--- config.mk ---
export PLATFORM = sky130hd
export DESIGN_NAME = acrb_bank_one
export DESIGN_NICKNAME = d
export VERILOG_FILES = /design/src/hdl/acrb_pkg.sv /design/src/hdl/acrb_reg16.sv /design/src/hdl/acrb_pattern.sv /design/src/hdl/acrb_bank_one.sv
export SDC_FILE = /design/constraint.sdc
export NUM_CORES = 1
export LEC_CHECK = 0
export CAP_MARGIN = 20
export CORE_ASPECT_RATIO = 1.2
export CORE_MARGIN = 1
export CORE_UTILIZATION = 50
export CTS_BUF_LIST = sky130_fd_sc_hd__clkbuf_2
export CTS_CLUSTER_DIAMETER = 30
export DETAILED_ROUTE_END_ITERATION = 6
export DONT_BUFFER_PORTS = 1
export GPL_TIMING_DRIVEN = 0
export MAX_ROUTING_LAYER = met4
export PLACE_DENSITY = 0.71
export SETUP_SLACK_MARGIN = 0.02
export SYNTH_ARGS = -nofsm -noshare
export SYNTH_HDL_FRONTEND = slang
export SYNTH_SLANG_ARGS = --single-unit
--- constraint.sdc ---
create_clock -name mclk -period 15.4 [get_ports mclk]
set_clock_uncertainty 0.1 [all_clocks]
set_input_delay 0.77 -clock mclk [delete_from_list [all_inputs] [get_ports mclk]]
set_output_delay 0.77 -clock mclk [all_outputs]
set_load 0.02 [all_outputs]
--- src/hdl/acrb_pkg.sv ---
package acrb_pkg;
  // Bank-select codes as the host writes them
  localparam logic [7:0] BANK_ONE = 8'h02;
  localparam logic [7:0] BANK_TWO = 8'h10;
  localparam int NREG = 18;
  localparam logic [15:0] REG_RESET = 16'h0000;
  // Register offsets
  localparam logic [7:0] OFS_PAT_CTL_B = 8'h18;
  localparam logic [7:0] OFS_PAT_B_LO = 8'h19;
  localparam logic [7:0] OFS_PAT_B_MIX = 8'h1a;
  localparam logic [7:0] OFS_PAT_B_HI = 8'h1b;
  localparam logic [7:0] OFS_TAGS = 8'h1c;
  localparam logic [7:0] OFS_CAL_KEY = 8'h33;
  localparam logic [7:0] OFS_CAL_EXTRA = 8'h34;
  localparam logic [7:0] OFS_BW_PWR = 8'hc0;
  localparam logic [7:0] OFS_REF_FMT = 8'hc1;
  localparam logic [7:0] OFS_SPAN_LO = 8'hc2;
  localparam logic [7:0] OFS_SPAN_HI = 8'hc3;
  localparam logic [7:0] OFS_CM_PWR = 8'hc4;
  localparam logic [7:0] OFS_CM_MASTER = 8'hc5;
  localparam logic [7:0] OFS_STEP_ONE = 8'hf4;
  localparam logic [7:0] OFS_STEP_TWO = 8'hf6;
  localparam logic [7:0] OFS_B2_STEP_C = 8'h0a;
  localparam logic [7:0] OFS_B2_STEP_A = 8'h12;
  localparam logic [7:0] OFS_B2_STEP_B = 8'h13;
  // Entry order of the register file; bank and offset per entry
  localparam logic [7:0] REG_OFS [NREG] = '{
    OFS_PAT_CTL_B, OFS_PAT_B_LO, OFS_PAT_B_MIX, OFS_PAT_B_HI, OFS_TAGS,
    OFS_CAL_KEY, OFS_CAL_EXTRA, OFS_BW_PWR, OFS_REF_FMT, OFS_SPAN_LO,
    OFS_SPAN_HI, OFS_CM_PWR, OFS_CM_MASTER, OFS_STEP_ONE, OFS_STEP_TWO,
    OFS_B2_STEP_C, OFS_B2_STEP_A, OFS_B2_STEP_B};
  localparam int FIRST_BANK_TWO = 15;
  localparam int IX_PAT_CTL = 0;
  localparam int IX_PAT_LO = 1;
  localparam int IX_PAT_MIX = 2;
  localparam int IX_PAT_HI = 3;
  localparam int IX_TAGS = 4;
  localparam int IX_CAL_KEY = 5;
  localparam int IX_CAL_EXTRA = 6;
  localparam int IX_BW_PWR = 7;
  localparam int IX_REF_FMT = 8;
  localparam int IX_SPAN_LO = 9;
  localparam int IX_SPAN_HI = 10;
  localparam int IX_CM_PWR = 11;
  localparam int IX_CM_MASTER = 12;
  localparam int IX_STEP_ONE = 13;
  localparam int IX_STEP_TWO = 14;
  localparam int IX_B2_C = 15;
  localparam int IX_B2_A = 16;
  localparam int IX_B2_B = 17;
  // Field positions
  localparam int PAT_EN_BIT = 1;
  localparam int PAT_MODE_LO = 2;
  localparam int RAMP_INC_LO = 4;
  localparam int TAG_B_LO = 8;
  localparam int TAG_A_LO = 0;
  localparam int GCAL_THIRD_BIT = 13;
  localparam int GCAL_SECOND_BIT = 6;
  localparam int GCAL_FOURTH_BIT = 4;
  localparam int KEY_LO = 4;
  localparam int BW_LO = 2;
  localparam int CHSLEEP_LO = 0;
  localparam int REFSEL_BIT = 11;
  localparam int LANES_BIT = 9;
  localparam int RATE_BIT = 8;
  localparam int CMSPAN_B_LO = 8;
  localparam int CMSPAN_A_LO = 6;
  localparam int CMEN_LOW_GRP_BIT = 3;
  localparam int CMEN_HIGH_GRP_BIT = 2;
  localparam int CHIP_SLEEP_BIT = 0;
  localparam int CM_MASTER_BIT = 4;
  localparam int STEP_BIT = 1;
  localparam int B2_C_BIT = 14;
  localparam int B2_A_BIT = 6;
  localparam int B2_B_BIT = 15;
  // Field values
  localparam logic [1:0] KEY_OPEN = 2'h3;
  localparam logic [1:0] CM_SPAN_12V = 2'h2;
  localparam logic [3:0] LANES_TWO = 4'hf;
  localparam logic [3:0] LANES_ONE = 4'ha;
  localparam logic [7:0] CH_LOW_GRP = 8'h0f;
  localparam logic [7:0] CH_HIGH_GRP = 8'hf0;
  localparam logic [7:0] CH_ALL = 8'hff;
  localparam logic [7:0] CH_NONE = 8'h00;

  typedef enum logic [1:0] {
    PM_FIXED0 = 2'h0,
    PM_FIXED1 = 2'h1,
    PM_RAMP = 2'h2,
    PM_ALT = 2'h3
  } acrb_pat_mode_t;

  typedef struct packed {
    logic [2:0] gain_cal_on;
    logic init_unlocked;
    logic [4:0] init_steps;
    logic [7:0] input_bandwidth_select;
    logic [7:0] chan_asleep;
    logic whole_device_sleep;
    logic reference_source_select;
    logic [3:0] lane_on;
    logic single_rate;
    logic [31:0] span_codes;
    logic [1:0] grp_wide_cm;
    logic [3:0] grp_cm_span;
  } acrb_cfg_t;

  typedef struct packed {
    logic [2:0] chan;
    logic [17:0] data;
  } acrb_samp_t;

  typedef struct packed {
    logic [2:0] chan;
    logic [23:0] payload;
    logic [7:0] tag;
  } acrb_word_t;
endpackage

--- src/hdl/acrb_reg16.sv ---
`timescale 1ns/1ps
`default_nettype none
module acrb_reg16 (
  input wire logic mclk,
  input wire logic rst,
  input wire logic wr_en,
  input wire logic [15:0] wdata,
  output logic [15:0] q
);
  logic [15:0] q_r;

  // Reserved bits are stored too, so read-modify-write gets them back
  always_ff @(posedge mclk or posedge rst) begin
    if (rst) begin
      q_r <= acrb_pkg::REG_RESET;
    end else if (wr_en) begin
      q_r <= wdata;
    end
  end

  assign q = q_r;
endmodule // acrb_reg16
`default_nettype wire

--- src/hdl/acrb_pattern.sv ---
`timescale 1ns/1ps
`default_nettype none
module acrb_pattern (
  input wire logic mclk,
  input wire logic rst,
  input wire logic enable,
  input wire acrb_pkg::acrb_pat_mode_t mode,
  input wire logic [3:0] ramp_inc,
  input wire logic [23:0] pat0,
  input wire logic [23:0] pat1,
  input wire logic advance,
  output logic [23:0] pattern
);
  logic [23:0] ramp_r;
  logic alt_r;

  // State restarts whenever the pattern is off, so each run begins alike
  always_ff @(posedge mclk or posedge rst) begin
    if (rst) begin
      ramp_r <= 24'h000000;
    end else if (!enable) begin
      ramp_r <= 24'h000000;
    end else if (advance && mode == acrb_pkg::PM_RAMP) begin
      ramp_r <= ramp_r + {20'h00000, ramp_inc} + 24'h000001;
    end
  end

  always_ff @(posedge mclk or posedge rst) begin
    if (rst) begin
      alt_r <= 1'b0;
    end else if (!enable) begin
      alt_r <= 1'b0;
    end else if (advance && mode == acrb_pkg::PM_ALT) begin
      alt_r <= !alt_r;
    end
  end

  always_comb begin
    case (mode)
      acrb_pkg::PM_FIXED0: pattern = pat0;
      acrb_pkg::PM_FIXED1: pattern = pat0;
      acrb_pkg::PM_RAMP: pattern = ramp_r;
      acrb_pkg::PM_ALT: pattern = alt_r ? pat1 : pat0;
      default: pattern = pat0;
    endcase
  end
endmodule // acrb_pattern
`default_nettype wire

--- src/hdl/acrb_bank_one.sv ---
`timescale 1ns/1ps
`default_nettype none
module acrb_bank_one (
  input wire logic mclk,
  input wire logic rst,
  input wire logic [7:0] reg_bank,
  input wire logic reg_wr,
  input wire logic reg_rd,
  input wire logic [7:0] reg_addr,
  input wire logic [15:0] reg_wdata,
  output logic [15:0] reg_rdata,
  output logic reg_rvalid,
  output logic reg_hit,
  input wire logic samp_valid,
  input wire acrb_pkg::acrb_samp_t samp,
  output logic out_valid,
  output acrb_pkg::acrb_word_t out_word,
  output acrb_pkg::acrb_cfg_t cfg
);
  logic [15:0] regs [acrb_pkg::NREG];
  logic [acrb_pkg::NREG-1:0] hit;
  logic [15:0] rd_mux;
  logic [15:0] reg_rdata_r;
  logic reg_rvalid_r;
  acrb_pkg::acrb_cfg_t cfg_nxt;
  acrb_pkg::acrb_cfg_t cfg_r;
  logic [23:0] pat0;
  logic [23:0] pat1;
  logic [23:0] pattern;
  logic pat_en;
  acrb_pkg::acrb_pat_mode_t pat_mode;
  logic [3:0] ramp_inc;
  logic [15:0] cal_key;
  logic [15:0] bw_pwr;
  logic [15:0] ref_fmt;
  logic [15:0] cm_pwr;
  logic [1:0] chsleep_code;
  logic [7:0] group_sleep;
  logic cm_master;
  logic samp_is_b;
  logic samp_asleep;
  logic pat_advance;
  logic [7:0] tag_sel;
  logic [23:0] payload_sel;
  logic out_valid_r;
  acrb_pkg::acrb_word_t out_word_r;

  // Address decode: the bank selected by the host picks which table entries answer (0-14 or 15-17)
  genvar gi;
  generate
    for (gi = 0; gi < acrb_pkg::NREG; gi++) begin : g_reg
      logic bank_ok;
      assign bank_ok = (gi < acrb_pkg::FIRST_BANK_TWO) ?
                       (reg_bank == acrb_pkg::BANK_ONE) :
                       (reg_bank == acrb_pkg::BANK_TWO);
      assign hit[gi] = bank_ok && (reg_addr == acrb_pkg::REG_OFS[gi]);
      acrb_reg16 u_reg (
        .mclk(mclk),
        .rst(rst),
        .wr_en(reg_wr && hit[gi]),
        .wdata(reg_wdata),
        .q(regs[gi])
      );
    end
  endgenerate

  assign reg_hit = |hit;

  // Unmapped addresses and other banks read as zero
  always_comb begin
    rd_mux = 16'h0000;
    for (int i = 0; i < acrb_pkg::NREG; i++) begin
      if (hit[i]) begin
        rd_mux = regs[i];
      end
    end
  end

  always_ff @(posedge mclk or posedge rst) begin
    if (rst) begin
      reg_rdata_r <= 16'h0000;
    end else if (reg_rd) begin
      reg_rdata_r <= rd_mux;
    end
  end

  always_ff @(posedge mclk or posedge rst) begin
    if (rst) begin
      reg_rvalid_r <= 1'b0;
    end else begin
      reg_rvalid_r <= reg_rd;
    end
  end

  assign reg_rdata = reg_rdata_r;
  assign reg_rvalid = reg_rvalid_r;

  // Pattern words are split across three registers
  assign pat0 = {regs[acrb_pkg::IX_PAT_MIX][7:0], regs[acrb_pkg::IX_PAT_LO]};
  assign pat1 = {regs[acrb_pkg::IX_PAT_HI], regs[acrb_pkg::IX_PAT_MIX][15:8]};
  assign pat_en = regs[acrb_pkg::IX_PAT_CTL][acrb_pkg::PAT_EN_BIT];
  assign pat_mode = acrb_pkg::acrb_pat_mode_t'(
    regs[acrb_pkg::IX_PAT_CTL][acrb_pkg::PAT_MODE_LO +: 2]);
  assign ramp_inc = regs[acrb_pkg::IX_PAT_CTL][acrb_pkg::RAMP_INC_LO +: 4];

  assign cal_key = regs[acrb_pkg::IX_CAL_KEY];
  assign bw_pwr = regs[acrb_pkg::IX_BW_PWR];
  assign ref_fmt = regs[acrb_pkg::IX_REF_FMT];
  assign cm_pwr = regs[acrb_pkg::IX_CM_PWR];
  assign chsleep_code = bw_pwr[acrb_pkg::CHSLEEP_LO +: 2];
  assign cm_master = regs[acrb_pkg::IX_CM_MASTER][acrb_pkg::CM_MASTER_BIT];

  always_comb begin
    case (chsleep_code)
      2'h0: group_sleep = acrb_pkg::CH_NONE;
      2'h1: group_sleep = acrb_pkg::CH_LOW_GRP;
      2'h2: group_sleep = acrb_pkg::CH_HIGH_GRP;
      2'h3: group_sleep = acrb_pkg::CH_ALL;
      default: group_sleep = acrb_pkg::CH_NONE;
    endcase
  end

  // Decoded configuration for the analog and output stages
  always_comb begin
    cfg_nxt = '0;
    cfg_nxt.gain_cal_on = {
      regs[acrb_pkg::IX_CAL_EXTRA][acrb_pkg::GCAL_FOURTH_BIT],
      cal_key[acrb_pkg::GCAL_THIRD_BIT],
      cal_key[acrb_pkg::GCAL_SECOND_BIT]};
    // Only the exact key opens the sequence; partial keys count as locked
    cfg_nxt.init_unlocked = (cal_key[acrb_pkg::KEY_LO +: 2] == acrb_pkg::KEY_OPEN);
    cfg_nxt.init_steps = {
      regs[acrb_pkg::IX_B2_C][acrb_pkg::B2_C_BIT],
      regs[acrb_pkg::IX_B2_B][acrb_pkg::B2_B_BIT],
      regs[acrb_pkg::IX_B2_A][acrb_pkg::B2_A_BIT],
      regs[acrb_pkg::IX_STEP_TWO][acrb_pkg::STEP_BIT],
      regs[acrb_pkg::IX_STEP_ONE][acrb_pkg::STEP_BIT]};
    cfg_nxt.input_bandwidth_select = bw_pwr[acrb_pkg::BW_LO +: 8];
    cfg_nxt.whole_device_sleep = cm_pwr[acrb_pkg::CHIP_SLEEP_BIT];
    if (cm_pwr[acrb_pkg::CHIP_SLEEP_BIT]) begin
      cfg_nxt.chan_asleep = acrb_pkg::CH_ALL;
    end else begin
      cfg_nxt.chan_asleep = group_sleep;
    end
    cfg_nxt.reference_source_select = ref_fmt[acrb_pkg::REFSEL_BIT];
    if (ref_fmt[acrb_pkg::LANES_BIT]) begin
      cfg_nxt.lane_on = acrb_pkg::LANES_ONE;
    end else begin
      cfg_nxt.lane_on = acrb_pkg::LANES_TWO;
    end
    cfg_nxt.single_rate = ref_fmt[acrb_pkg::RATE_BIT];
    cfg_nxt.span_codes = {regs[acrb_pkg::IX_SPAN_HI], regs[acrb_pkg::IX_SPAN_LO]};
    if (cm_master) begin
      cfg_nxt.grp_wide_cm = {cm_pwr[acrb_pkg::CMEN_HIGH_GRP_BIT],
                             cm_pwr[acrb_pkg::CMEN_LOW_GRP_BIT]};
      cfg_nxt.grp_cm_span = {cm_pwr[acrb_pkg::CMSPAN_B_LO +: 2],
                             cm_pwr[acrb_pkg::CMSPAN_A_LO +: 2]};
    end else begin
      cfg_nxt.grp_wide_cm = 2'h3;
      cfg_nxt.grp_cm_span = {acrb_pkg::CM_SPAN_12V, acrb_pkg::CM_SPAN_12V};
    end
  end

  always_ff @(posedge mclk or posedge rst) begin
    if (rst) begin
      cfg_r <= '0;
    end else begin
      cfg_r <= cfg_nxt;
    end
  end

  assign cfg = cfg_r;

  // Sample path: tag, pattern substitution and sleep gating
  assign samp_is_b = samp.chan[2];
  assign samp_asleep = cfg_nxt.chan_asleep[samp.chan];
  // One pattern step per converter-B frame, so all four channels match
  assign pat_advance = samp_valid && pat_en && (samp.chan == 3'h7);

  acrb_pattern u_pattern (
    .mclk(mclk),
    .rst(rst),
    .enable(pat_en),
    .mode(pat_mode),
    .ramp_inc(ramp_inc),
    .pat0(pat0),
    .pat1(pat1),
    .advance(pat_advance),
    .pattern(pattern)
  );

  always_comb begin
    if (samp_is_b) begin
      tag_sel = regs[acrb_pkg::IX_TAGS][acrb_pkg::TAG_B_LO +: 8];
    end else begin
      tag_sel = regs[acrb_pkg::IX_TAGS][acrb_pkg::TAG_A_LO +: 8];
    end
  end

  always_comb begin
    if (samp_is_b && pat_en) begin
      payload_sel = pattern;
    end else begin
      payload_sel = {{6{samp.data[17]}}, samp.data};
    end
  end

  // A sleeping channel produces nothing rather than stale data
  always_ff @(posedge mclk or posedge rst) begin
    if (rst) begin
      out_valid_r <= 1'b0;
    end else begin
      out_valid_r <= samp_valid && !samp_asleep;
    end
  end

  always_ff @(posedge mclk or posedge rst) begin
    if (rst) begin
      out_word_r <= '0;
    end else if (samp_valid && !samp_asleep) begin
      out_word_r.chan <= samp.chan;
      out_word_r.payload <= payload_sel;
      out_word_r.tag <= tag_sel;
    end
  end

  assign out_valid = out_valid_r;
  assign out_word = out_word_r;
endmodule // acrb_bank_one
`default_nettype wire

==> summary.md <==
| Metric | Value |
|---|---|
| Power Dens Cells | 97.47 nW/um^2 |
| Syn_area_per_cell | between 10 and 15 um^2 |
| GRT Util Overall | roughly a third |
| Seq. cell area | approximately 11000 um^2 |
| VDD IR max | approximately 0.075 mV |
| Htree depth | 3 |
| Drt pass-1 iters | 6 |
| CP required | 14.53 ns |
| Fin crit share | between 20 and 30% |
| Final Instance Count excl. Fillers | 2374 |
| Leakage Power | ~10 nW |
| Number of setup violations in the final report | 0 |
| Syn Inst Count | 1652 |
| Flop2flop setup slack | 12.41 ns |
| Top-area cell type share of the netlist area | 55.36% |
| Io pins | ~180 |
| CTS Buffer Depth | 3 |
| Top cells by area, synth | dfrtp_1 55%, mux2_2 17%, o21ai_0 3.6%, nand2_1 2.5%, nor2_1 1.6% |
| Reg2Reg Capture Point | u_pattern.ramp_r[22]$_DFFE_PP0P_ |
| Hold Violations, Final | 0 |
| Max stage delay on crit path | ~0.78 ns |
| Syn_nets | 1715 |
| Setup slack after layout | approximately 11 ns |
| Drt wl/cell | 25.48 um |
| Max-Slew Margin vs Limit | about 30% |
| Sequential-to-total area share from yosys stat | a little under three fifths |
| Worst hold path class | primary input to asynchronous set/reset pin |
| Pin count of the biggest net entering global routing | 129 |
| Max_cap viols | 0 |
| Die ar. | ~39000 um^2 |
| Layout cells sized above 1 | between 20% and 30% |
| CTS tree | yes |
| Fin crit period | between 4 and 5 ns |
| Post-route ant nets | 0 |
| Crit path cell chain | nor4_1 > nand4_1 > o21ai_0 > clkbuf_1 > nor4_1 > nand2_1 |
| FF+latch count, synth | 428 |
| Critical path's slowest cell | nor4_1 |
| Cell with the most instances after synthesis | dfrtp_1 |
| Cells on worst reg2reg path | 9 |
| Via density | roughly 6.2 |
| Chip width | 181.6 um |
| Clk_lat worst skew | ~1.1 ns |
| Slew @ Worst Pin | between 1 and 1.5 ns |
| Post-DP HPWL | around 43000 um |
| Worst path arrival time | 3.71 ns |
| DRC violations left | 0 |
| Leading area contributor after synthesis | dfrtp_1 |
| Via count | between 10k and 15k |
| Core ar. | ~38000 um^2 |
| CTS Sinks | around 430 |
| Unrepaired setup endpoints after global routing | false |
| Vias in the first global route | ~15k |
| Status | complete, no violations |
| Critical path type | primary input to output port |
| 1st-iter DRT viols | around 1.3k |
| Area of the multi-input gates | roughly 8100 um^2 |
| Die H | 217.5 um |
| Library cells used by synthesis | 77 |
| Post-synth EDFFs | 0 |
| Top cells by count, synth | 428 x dfrtp_1, 299 x mux2_2, 141 x o21ai_0 |
| Grt total ovfl | 0 |
| Pre-CTS setup slack | approximately 11 ns |
| Total CTS buffers | roughly 100 |
| Ys async rst share | 100.0% |
| Final Max Tran Viols | 0 |
| Register clock-pin slew on the reported worst setup and hold paths | ~0.11 ns |
| Clock root cell | clkbuf_2 |
| Cell Area, Synth | ~19000 um^2 |
| Yosys warnings | 0 |
| Final wirelength | slightly above 60000 um |
| IO Port Bufs | 0 |
| Reg2reg start | g_reg[0].u_reg.q[4]$_DFFE_PP0P_ |
| Area Overhead vs Synth | 11.45% |
| Fin Hold WS | 0.1094 ns |
| First-pass GRT wire length | 91910 um |
| Initial antenna violation count | 4 |
| Crit end category | output port |
| Setup_tns | 0 ns |
| Max frequency | between 200 and 250 MHz |
| Row count | between 70 and 80 |
| Fillers | 3208 |
| Max FO, Critical Path | 10 |
| Starting Density | roughly 50% |
| Critical Path Source Type | primary input |
| Post-synth top flop | dfrtp_1 |
| Most common cell on crit path | nor4_1 |
| Placed insts | roughly 2.1k |
| Layout Nets | 1864 |
| Gpl congestion | 0.9650 |
[cell families (layout without fill, tap and decap cells)]
kind of cell	count (synthesis)	after routing	share of synthesized area (%)
buffers and inverters	134	370	3.001
adder cells (fa/ha/maj)	5	5	0.3622
XOR/XNOR	20	20	0.9053
AO/OA/AOI/OAI	331	331	10.57
multiplexers	326	326	18.80
AND/OR/NAND/NOR	407	407	10.99
other	1	7	0.01938
flip-flops	428	428	55.36
[worst max-delay path by stage]
| stage | from | to | slack, ns | cells after the start |
|---|---|---|---|---|
| finish | reg_bank[0] | reg_hit | 10.82 | 6 |
| global route | reg_bank[0] | reg_hit | 10.76 | 6 |
| CTS | reg_bank[0] | reg_hit | 10.87 | 6 |
| detailed placement | reg_bank[0] | reg_hit | 10.88 | 6 |
| global placement | rst | cfg[14]$_DFF_PP0_ | -1.50 | 1 |
| floorplan | rst | cfg[0]$_DFF_PP0_ | 2.61 | 1 |
[cells in the final DEF (no fill, tap or decap), types with 5 or more instances in the layout]
master,Yosys,routed
or3_1,11,11
nor2_1,81,81
buf_1,8,8
a221oi_1,15,15
clkinv_1,1,33
bufinv_16,0,7
o21ai_0,141,141
or2_2,5,5
a211oi_1,20,20
xnor2_1,10,10
inv_1,16,15
nor3_1,24,24
clkinv_2,0,10
nand4_1,26,26
nor3b_1,14,14
dfrtp_1,428,428
buf_2,20,20
xor2_1,10,10
dlygate4sd3_1,0,40
nand2_1,128,128
nor4_1,5,5
buf_4,12,12
nand3_1,22,22
and2_1,30,30
nor2b_1,11,11
mux2i_1,27,27
mux2_2,299,299
nand2b_1,12,12
clkbuf_2,0,140
and3_1,7,7
o22ai_1,44,44
clkbuf_1,76,76
diode_2,0,6
a222oi_1,11,11
a21oi_1,56,56
[state kept, by name, indices dropped and copies added (netlist names)]
signal / count
cfg: 62
g.u_reg.q: 288
out_valid: 1
out_word: 35
reg_rdata: 16
reg_rvalid: 1
u_pattern.alt_r: 1
u_pattern.ramp_r: 24
[worst max-delay path, delay by kind of cell]
family | cells | cell delay (ns)
buffers and inverters | 1 | 0.56
AND/OR/NAND/NOR | 4 | 1.59
AO/OA/AOI/OAI | 1 | 0.78
[cell type report]
cell class | count | share of cell area, %
Tap cell | 480 | 2.785
Multi-Input combinational cell | 1090 | 37.36
Clock inverter | 53 | 1.897
Sequential cell | 428 | 49.67
Timing Repair Buffer | 43 | 2.240
Inverter | 17 | 0.3307
Antenna cell | 6 | 0.06963
Buffer | 117 | 2.396
Clock buffer | 140 | 3.249
[stage by stage]
| step | power, W | instance area [um^2] | util, % |
|---|---|---|---|
| 2_1_floorplan | 0.001229 | 19350 | - |
| 3_3_place_gp | 0.001253 | 19950 | 52.54 |
| 3_5_place_dp | 0.001257 | 20040 | 52.78 |
| 6_report | 0.002102 | 21560 | 56.80 |
| 5_1_grt | 0.002185 | 21560 | 56.80 |
| 4_1_cts | 0.002114 | 21550 | 56.76 |
[power by group]
group          internal (W)  leakage (nW)  switching [W]
combinational     0.0000246          3.82      0.0000675
sequential          0.00113          5.88      0.0000236
clock              0.000373         0.783       0.000479
total               0.00153          10.5       0.000570
[timing repair]
action,4_1_cts,5_1_grt
endpoints found under the hold margin,331,0
buffers inserted,0,0
resized for setup,0,0
hold buffers,40,0
[routing by layer]
metal / track usage, % / vias to the layer above / part of all wire (%) / wire length [um]
li1: - / 6371 / - / -
met1: 37.80 / 7363 / 39 / 23380
met2: 51.38 / 723 / 48 / 29080
met3: 6.513 / 199 / 7.2 / 4351
met4: 19.80 / 0 / 6.1 / 3673
met5: - / - / 0 / 0
No activity file was read; power rests on OpenSTA's default activity.
